<file path="src/rtl/pdsr_pkg.sv">
// Package for the power-down and timing-reference control registers.
// Assumes 8-bit register addresses and 8-bit register data.
`default_nettype none

package pdsr_pkg;

    // Register offsets
    localparam logic [7:0] PDSR_OFS_PWR_DOWN = 8'h26;
    localparam logic [7:0] PDSR_OFS_IN_COUPL = 8'h4f;
    localparam logic [7:0] PDSR_OFS_SR_LEVEL = 8'h53;
    localparam logic [7:0] PDSR_OFS_SR_SRC   = 8'h54;

    // Field positions, power_down_control
    localparam int PDSR_POS_GLOBAL_PD = 7;
    localparam int PDSR_POS_PIN_OVR   = 6;
    localparam int PDSR_POS_MASK_SEL  = 5;

    // Field position, input_coupling_select
    localparam int PDSR_POS_IN_DC = 0;

    // Field positions, sync_ref_level_control
    localparam int PDSR_POS_SR_HICM  = 1;
    localparam int PDSR_POS_SR_LEVEL = 0;

    // Field positions, sync_ref_source_and_mask
    localparam int PDSR_POS_SR_SW_EN   = 7;
    localparam int PDSR_POS_SR_MASK_HI = 5;
    localparam int PDSR_POS_SR_MASK_LO = 4;

    // Reset value shared by all four registers
    localparam logic [7:0] PDSR_RST_VAL = 8'h00;

    // Mask field code that blocks the reference entirely
    localparam logic [1:0] PDSR_SR_MASK_ALL = 2'h3;

    // Converter-core nibble that powers a channel down
    localparam logic [3:0] PDSR_CORE_PD_NIB = 4'hf;

endpackage

`default_nettype wire

</file>
<file path="src/rtl/pdsr_sync_ref_path.sv">
// Internal timing-reference source select and masking.
// Assumes the pin level is already resolved and synchronous.
`default_nettype none

module pdsr_sync_ref_path
(
    // Clock and reset
    input  wire logic i_ref_clk,
    input  wire logic i_rstn,
    // Controls from the register bank
    input  wire logic       i_sw_enable,
    input  wire logic       i_sw_level,
    input  wire logic [1:0] i_mask_field,
    // Pin level of the differential pair
    input  wire logic       i_pin_level,
    // Reference seen by the core
    output logic            o_sync_ref
);
    import pdsr_pkg::*;

    logic sync_ref_r;   // Registered internal reference
    logic sync_ref_nxt; // Its next value

    // Pick the source, then apply the mask
    always_comb
    begin
        sync_ref_nxt = i_sw_enable ? i_sw_level : i_pin_level;
        if (i_mask_field == PDSR_SR_MASK_ALL)
        begin
            sync_ref_nxt = 1'b0;
        end
    end

    // Register so glitches of the mux never reach the core
    always_ff @(posedge i_ref_clk or negedge i_rstn)
    begin
        if (!i_rstn)
            sync_ref_r <= 1'b0;
        else
            sync_ref_r <= sync_ref_nxt;
    end

    assign o_sync_ref = sync_ref_r;
endmodule

`default_nettype wire

</file>
<file path="src/rtl/pdsr_regs.sv">
// Power-down and timing-reference control register bank.
// Assumes a serial-interface front end already decoded
// frames into one-cycle write and read strobes.
`default_nettype none

module pdsr_regs
#(
    parameter int ADDR_W = 8, // Register address width
    parameter int DATA_W = 8  // Register data width
)
(
    // Clock and reset
    input  wire logic              i_ref_clk,
    input  wire logic              i_rstn,
    // Register access strobes
    input  wire logic              i_reg_wr_en,
    input  wire logic              i_reg_rd_en,
    input  wire logic [ADDR_W-1:0] i_reg_addr,
    input  wire logic [DATA_W-1:0] i_reg_wr_data,
    output logic      [DATA_W-1:0] o_reg_rd_data,
    output logic                   o_reg_rd_valid,
    // Pins and neighbouring controls
    input  wire logic              i_powerdown_pin,
    input  wire logic              i_sync_ref_pin,
    input  wire logic              i_mask_powerdown_enable,
    input  wire logic [DATA_W-1:0] i_mask1_core,
    input  wire logic [DATA_W-1:0] i_mask2_core,
    // Controls into the converter
    output logic                   o_global_powerdown,
    output logic                   o_channel_one_powerdown,
    output logic                   o_channel_two_powerdown,
    output logic                   o_common_mode_output_raise,
    output logic                   o_sync_ref_high_common_mode_enable,
    output logic                   o_sync_ref_internal
);
    import pdsr_pkg::*;

    // The field positions assume exactly one byte
    if (DATA_W != 8)
        $error("pdsr_regs serves 8-bit data only");
    if (ADDR_W < 7)
        $error("pdsr_regs needs at least 7 address bits");

    // Offset match, used by both write and read decode
    function automatic logic hit(input logic [ADDR_W-1:0] a,
                                 input logic [7:0]        ofs);
        hit = (a == ADDR_W'(ofs));
    endfunction

    // A channel goes down when its nibble is all ones
    function automatic logic nib_pd(input logic [3:0] nib);
        nib_pd = (nib == PDSR_CORE_PD_NIB);
    endfunction

    // Stored fields; reserved bits have no storage at all
    logic       global_pd_r;    // global_powerdown_bit
    logic       pin_ovr_r;      // pin_powerdown_override
    logic       mask_sel_r;     // powerdown_mask_select
    logic       in_dc_r;        // input_coupling_select_bit
    logic       sr_hicm_r;      // sync_ref_high_common_mode_enable
    logic       sr_level_r;     // software_sync_ref_level
    logic       sr_sw_en_r;     // software_sync_ref_enable
    logic [1:0] sr_mask_r;      // sync_ref_ignore_field
    logic       global_pd_nxt;
    logic       pin_ovr_nxt;
    logic       mask_sel_nxt;
    logic       in_dc_nxt;
    logic       sr_hicm_nxt;
    logic       sr_level_nxt;
    logic       sr_sw_en_nxt;
    logic [1:0] sr_mask_nxt;

    // Write decode: each register keeps its value unless hit
    always_comb
    begin
        global_pd_nxt = global_pd_r;
        pin_ovr_nxt   = pin_ovr_r;
        mask_sel_nxt  = mask_sel_r;
        in_dc_nxt     = in_dc_r;
        sr_hicm_nxt   = sr_hicm_r;
        sr_level_nxt  = sr_level_r;
        sr_sw_en_nxt  = sr_sw_en_r;
        sr_mask_nxt   = sr_mask_r;
        if (i_reg_wr_en)
        begin
            if (hit(i_reg_addr, PDSR_OFS_PWR_DOWN))
            begin
                pin_ovr_nxt  = i_reg_wr_data[PDSR_POS_PIN_OVR];
                mask_sel_nxt = i_reg_wr_data[PDSR_POS_MASK_SEL];
                // The global bit only takes once the override is
                // set, or is set by this very write
                if (pin_ovr_r || i_reg_wr_data[PDSR_POS_PIN_OVR])
                    global_pd_nxt = i_reg_wr_data[PDSR_POS_GLOBAL_PD];
                else
                    global_pd_nxt = 1'b0;
            end
            if (hit(i_reg_addr, PDSR_OFS_IN_COUPL))
            begin
                in_dc_nxt = i_reg_wr_data[PDSR_POS_IN_DC];
            end
            if (hit(i_reg_addr, PDSR_OFS_SR_LEVEL))
            begin
                sr_hicm_nxt  = i_reg_wr_data[PDSR_POS_SR_HICM];
                sr_level_nxt = i_reg_wr_data[PDSR_POS_SR_LEVEL];
            end
            if (hit(i_reg_addr, PDSR_OFS_SR_SRC))
            begin
                sr_sw_en_nxt = i_reg_wr_data[PDSR_POS_SR_SW_EN];
                // Codes 01 and 10 are stored as written; only 11 masks
                sr_mask_nxt  = i_reg_wr_data[PDSR_POS_SR_MASK_HI:PDSR_POS_SR_MASK_LO];
            end
        end
    end

    // Register the fields; everything starts at zero
    always_ff @(posedge i_ref_clk or negedge i_rstn)
    begin
        if (!i_rstn)
        begin
            global_pd_r <= PDSR_RST_VAL[PDSR_POS_GLOBAL_PD];
            pin_ovr_r   <= PDSR_RST_VAL[PDSR_POS_PIN_OVR];
            mask_sel_r  <= PDSR_RST_VAL[PDSR_POS_MASK_SEL];
            in_dc_r     <= PDSR_RST_VAL[PDSR_POS_IN_DC];
            sr_hicm_r   <= PDSR_RST_VAL[PDSR_POS_SR_HICM];
            sr_level_r  <= PDSR_RST_VAL[PDSR_POS_SR_LEVEL];
            sr_sw_en_r  <= PDSR_RST_VAL[PDSR_POS_SR_SW_EN];
            sr_mask_r   <= PDSR_RST_VAL[PDSR_POS_SR_MASK_HI:PDSR_POS_SR_MASK_LO];
        end
        else
        begin
            global_pd_r <= global_pd_nxt;
            pin_ovr_r   <= pin_ovr_nxt;
            mask_sel_r  <= mask_sel_nxt;
            in_dc_r     <= in_dc_nxt;
            sr_hicm_r   <= sr_hicm_nxt;
            sr_level_r  <= sr_level_nxt;
            sr_sw_en_r  <= sr_sw_en_nxt;
            sr_mask_r   <= sr_mask_nxt;
        end
    end

    // Read path state
    logic [DATA_W-1:0] rd_data_r;
    logic [DATA_W-1:0] rd_data_nxt;
    logic              rd_valid_r;
    logic              rd_valid_nxt;

    // Read mux: reserved bits and unmapped offsets read zero.
    // A read and a write in one cycle returns the old value.
    always_comb
    begin
        rd_data_nxt  = rd_data_r;
        rd_valid_nxt = i_reg_rd_en;
        if (i_reg_rd_en)
        begin
            rd_data_nxt = '0;
            if (hit(i_reg_addr, PDSR_OFS_PWR_DOWN))
            begin
                rd_data_nxt[PDSR_POS_GLOBAL_PD] = global_pd_r;
                rd_data_nxt[PDSR_POS_PIN_OVR]   = pin_ovr_r;
                rd_data_nxt[PDSR_POS_MASK_SEL]  = mask_sel_r;
            end
            else if (hit(i_reg_addr, PDSR_OFS_IN_COUPL))
            begin
                rd_data_nxt[PDSR_POS_IN_DC] = in_dc_r;
            end
            else if (hit(i_reg_addr, PDSR_OFS_SR_LEVEL))
            begin
                rd_data_nxt[PDSR_POS_SR_HICM]  = sr_hicm_r;
                rd_data_nxt[PDSR_POS_SR_LEVEL] = sr_level_r;
            end
            else if (hit(i_reg_addr, PDSR_OFS_SR_SRC))
            begin
                rd_data_nxt[PDSR_POS_SR_SW_EN] = sr_sw_en_r;
                rd_data_nxt[PDSR_POS_SR_MASK_HI:PDSR_POS_SR_MASK_LO] = sr_mask_r;
            end
            else
            begin
                rd_data_nxt = '0; // Unmapped offset
            end
        end
    end

    // Read data holds until the next read
    always_ff @(posedge i_ref_clk or negedge i_rstn)
    begin
        if (!i_rstn)
        begin
            rd_data_r  <= '0;
            rd_valid_r <= 1'b0;
        end
        else
        begin
            rd_data_r  <= rd_data_nxt;
            rd_valid_r <= rd_valid_nxt;
        end
    end

    assign o_reg_rd_data  = rd_data_r;
    assign o_reg_rd_valid = rd_valid_r;

    // Converter control outputs
    logic              gpd_r;
    logic              gpd_nxt;
    logic              ch1_pd_r;
    logic              ch1_pd_nxt;
    logic              ch2_pd_r;
    logic              ch2_pd_nxt;
    logic              cm_raise_r;
    logic              cm_raise_nxt;
    logic              hicm_r;
    logic              hicm_nxt;
    logic [DATA_W-1:0] sel_mask;   // Mask byte now in force

    // Derive the control levels from fields and pins
    always_comb
    begin
        // Override hands power-down to the register, else the pin
        gpd_nxt  = pin_ovr_r ? global_pd_r : i_powerdown_pin;
        sel_mask = mask_sel_r ? i_mask2_core : i_mask1_core;
        // Mask-driven power-down only while its enable is set
        ch1_pd_nxt = i_mask_powerdown_enable && nib_pd(sel_mask[7:4]);
        ch2_pd_nxt = i_mask_powerdown_enable && nib_pd(sel_mask[3:0]);
        // Raise is the default; DC coupling turns it off
        cm_raise_nxt = !in_dc_r;
        hicm_nxt     = sr_hicm_r;
    end

    // Registered so the analog side sees clean levels
    always_ff @(posedge i_ref_clk or negedge i_rstn)
    begin
        if (!i_rstn)
        begin
            gpd_r      <= 1'b0;
            ch1_pd_r   <= 1'b0;
            ch2_pd_r   <= 1'b0;
            cm_raise_r <= 1'b0;
            hicm_r     <= 1'b0;
        end
        else
        begin
            gpd_r      <= gpd_nxt;
            ch1_pd_r   <= ch1_pd_nxt;
            ch2_pd_r   <= ch2_pd_nxt;
            cm_raise_r <= cm_raise_nxt;
            hicm_r     <= hicm_nxt;
        end
    end

    assign o_global_powerdown                 = gpd_r;
    assign o_channel_one_powerdown            = ch1_pd_r;
    assign o_channel_two_powerdown            = ch2_pd_r;
    assign o_common_mode_output_raise         = cm_raise_r;
    assign o_sync_ref_high_common_mode_enable = hicm_r;

    // Reference source select and masking; the host is expected
    // to enable the software source before toggling the level
    pdsr_sync_ref_path u_sync_ref_path
    (
        .i_ref_clk    (i_ref_clk),
        .i_rstn       (i_rstn),
        .i_sw_enable  (sr_sw_en_r),
        .i_sw_level   (sr_level_r),
        .i_mask_field (sr_mask_r),
        .i_pin_level  (i_sync_ref_pin),
        .o_sync_ref   (o_sync_ref_internal)
    );

    // Helper: high during reset and in the first cycle after its release
    logic first_r;
    always_ff @(posedge i_ref_clk or negedge i_rstn)
    begin
        if (!i_rstn)
            first_r <= 1'b1;
        else
            first_r <= 1'b0;
    end
endmodule

`default_nettype wire

</file>
<file path="config.mk">
export PLATFORM = sky130hd
export DESIGN_NAME = pdsr_regs
export DESIGN_NICKNAME = d
export VERILOG_FILES = /design/src/rtl/pdsr_pkg.sv /design/src/rtl/pdsr_sync_ref_path.sv /design/src/rtl/pdsr_regs.sv
export SDC_FILE = /design/constraint.sdc
export NUM_CORES = 1
export LEC_CHECK = 0
export BUFFER_PORTS_ARGS = -buffer_cell sky130_fd_sc_hd__buf_2
export CAP_MARGIN = 20
export CORE_ASPECT_RATIO = 0.7
export CORE_MARGIN = 2
export CORE_UTILIZATION = 24
export CTS_BUF_LIST = sky130_fd_sc_hd__clkbuf_16
export DETAILED_ROUTE_END_ITERATION = 10
export GPL_TIMING_DRIVEN = 0
export MAX_ROUTING_LAYER = met4
export SLEW_MARGIN = 20
export SYNTH_ARGS = -nofsm -noshare
export SYNTH_HDL_FRONTEND = slang
export SYNTH_SLANG_ARGS = --single-unit
export TNS_END_PERCENT = 50
</file>
<file path="constraint.sdc">
create_clock -name i_ref_clk -period 1.1 [get_ports i_ref_clk]
set_input_delay 0.22 -clock i_ref_clk [delete_from_list [all_inputs] [get_ports i_ref_clk]]
set_output_delay 0.22 -clock i_ref_clk [all_outputs]
set_load 0.1 [all_outputs]
</file>
==> results_dict.tcl <==
set metrics [dict create \
    outcome "finished with violations" \
    violations "setup timing" \
    worstReg2RegStart "sr_level_r$_DFFE_PN0P_" \
    nets 181 \
    die_h_um 57.4 \
    drt_iter0_drc 13 \
    ant_nets 0 \
    seqCellArea_um2 553 \
    worst_ep_arrival_time_ns 1.51 \
    firstDrtPassIters 3 \
    powerDensity_nw_per_um2 1380 \
    hold_viol 0 \
    cp.required_ns 1.24 \
    start_util_pct 24.9 \
    antenna_found_initial 0 \
    synth_area_per_cell_um2 11.9 \
    use_met2_pct 18.8 \
    clock_latency_ns 0.25 \
    holdWs_ns 0.110 \
    synth_edf_count 0 \
    min_path_type "input port to flop" \
    syn_to_final_growth_pct 65.9 \
    synth-seq-area-share_pct 56.4 \
    cp-end-kind "flop" \
    busiest_layer "met2" \
    numCtsBuffers 3 \
    cts.reportedPaths.clkPinSlew_ns 0.06 \
    drcViolationCount 0 \
    grt_use_met1_pct 14.8 \
    worstPathMaxFanout 3 \
    clockRootBuffer "clkbuf_16" \
    grtUsageTotal_pct 11.5 \
    via_per_inst 4.42 \
    io_pins 54 \
    startpoint_type "input port" \
    finClkSkew_ns 0.00301 \
    clkSinkCount 22 \
    report.final.slew_viol_count 0 \
    rrSetupSlack_ns 0.10 \
    yosysWarnings 0 \
    yosysUniqueCellTypes 26 \
    wl_um 2460 \
    grt_pass1_vias 857 \
    cts_htree_levels 1 \
    die_w_um 80.2 \
    r2r_end "o_reg_rd_data[0]$_DFFE_PN0P_" \
    clockBufferDepth 2 \
    fillCellCount 396 \
    grt_use_met3_pct 0.949 \
    power.leakage_nw 0.789 \
    hpwl_um 1950 \
    grt_remaining_overflow 0 \
    place_congestion 0.751 \
    period_minus_slack_ns 1.37 \
    reg2reg_depth 2 \
    ys_ff_latch 22 \
    drive_above_1_share_pct 59.6 \
    antenna-diode-count 0 \
    grt_pass1_wl_um 3930 \
    crit_end "mask_sel_r$_DFFE_PN0P_" \
    cts_tree "yes" \
    finalWorstSetupSlack_ns -0.273 \
    fmax_mhz 728 \
    drv_cap 0 \
    ys_async_sr_fraction_pct 100 \
    crit_type "input port to flop" \
    synth_ff_type "dfrtp_1" \
    multiInputGateArea_um2 454 \
    rsz0062_at_grt "yes" \
    core_um2 3920 \
    ir_worst_vdd_mv 0.641 \
    std_cell_rows 19 \
    vias 853 \
    setup_violations 11 \
    dieArea_um2 4600 \
    finalPower_w 0.00223 \
    synth_cells 82 \
    wl_per_cell_um 12.7 \
    crit_start "i_reg_addr[6]" \
    netlist_area_um2 976 \
    port-buffer-count 49 \
    finalCritPeriodShare_pct 125 \
    grt_max_degree 23 \
]
## worst max-delay path, cell delays in order
cell	delay (ns)
buf_6	0.09
or4b_4	0.54
nor4_4	0.21
nand2_2	0.14
mux2_4	0.31
## registers in the layout (all words and copies together) (netlist names)
| name | count |
|---|---|
| o_reg_rd_data | 6 |
| sr_mask_r | 2 |
| global_pd_r | 1 |
| hicm_nxt | 1 |
| in_dc_r | 1 |
| mask_sel_r | 1 |
| o_channel_one_powerdown | 1 |
| o_channel_two_powerdown | 1 |
| o_common_mode_output_raise | 1 |
| o_global_powerdown | 1 |
| o_reg_rd_valid | 1 |
| o_sync_ref_high_common_mode_enable | 1 |
| pin_ovr_r | 1 |
| sr_level_r | 1 |
| sr_sw_en_r | 1 |
| u_sync_ref_path.o_sync_ref | 1 |
## worst min-delay path by stage
stage,start,end,depth (start not counted)
6_report,i_reg_rd_en,o_reg_rd_valid$_DFF_PN0_,1
5_1_grt,i_reg_rd_en,o_reg_rd_valid$_DFF_PN0_,1
4_1_cts,i_reg_rd_en,o_reg_rd_valid$_DFF_PN0_,1
3_5_place_dp,i_rstn,o_channel_two_powerdown$_DFF_PN0_,1
3_3_place_gp,i_rstn,o_channel_two_powerdown$_DFF_PN0_,1
2_1_floorplan,i_rstn,global_pd_r$_DFFE_PN0P_,0
## routing by layer
metal,vias to the layer above,part of all wire [%]
met3,4,4.7
met4,0,1.6
li1,412,-
met2,24,52
met5,-,0
met1,413,42
## logic make-up after synthesis
family / Yosys count / share of synthesized area (%)
mux: 12 / 14.4
flops: 22 / 56.4
other cells: 1 / 0.384
buf+inv: 8 / 3.85
simple gates: 27 / 17.7
compound gates: 12 / 7.31
## metrics by stage
step,instance area (um^2),TNS (ns),util [%],setup WS [ns],cells
6_report,1620,-1.54,41.3,-0.273,193
3_5_place_dp,1310,-5.67,33.4,-0.655,184
4_1_cts,1530,-1.65,39.0,-0.287,191
5_1_grt,1620,-2.21,41.3,-0.320,193
2_1_floorplan,1000,-2.24,-,-0.415,83
3_3_place_gp,1310,-5.03,33.4,-0.625,184
## power breakdown
part / switching (W) / internal [W] / total [W]
clock network: 0.000279 / 0.000722 / 0.00100
registers: 0.0000258 / 0.000841 / 0.000867
logic: 0.000233 / 0.000131 / 0.000364
total: 0.000538 / 0.00169 / 0.00223
## final cells by class
| cell class | instances | share of cell area [%] |
|---|---|---|
| Buffer | 3 | 1.16 |
| Clock buffer | 3 | 4.64 |
| Clock inverter | 1 | 1.85 |
| Inverter | 5 | 1.16 |
| Multi-Input combinational cell | 53 | 28.1 |
| Sequential cell | 22 | 34.2 |
| Tap cell | 52 | 4.02 |
| Timing Repair Buffer | 54 | 25.0 |
## cell usage in the layout (no fill, tap or decap), drive strengths merged
master / instances
dfrtp: 22
nand2: 7
nor4: 2
nor2: 4
conb: 2
nand3: 5
bufinv: 1
a21oi: 3
a22oi: 2
and2: 2
a22o: 1
mux2: 10
inv: 5
mux2i: 2
or4b: 1
o22ai: 2
nand4: 2
buf: 55
and4b: 1
and4: 1
dlygate4sd3: 1
clkbuf: 4
nor4bb: 1
nand4b: 1
o21ai: 4
## cell usage after synthesis (3+ instances only)
cell | number | share of area [%]
dfrtp_1 | 22 | 56
mux2_2 | 8 | 9.2
nand2_1 | 6 | 2.3
inv_1 | 5 | 1.9
nand3_1 | 5 | 2.6
nor2_1 | 4 | 1.5
o21ai_0 | 4 | 2.1
a21oi_1 | 3 | 1.5
## what timing repair did
item,CTS,global route
buffers inserted,2,3
endpoints found under the setup margin,25,20
gates resized for setup,29,16
hold buffers,1,0
hold endpoints to repair,22,0
pin swaps,4,2
(Power assumes the default switching activity.)
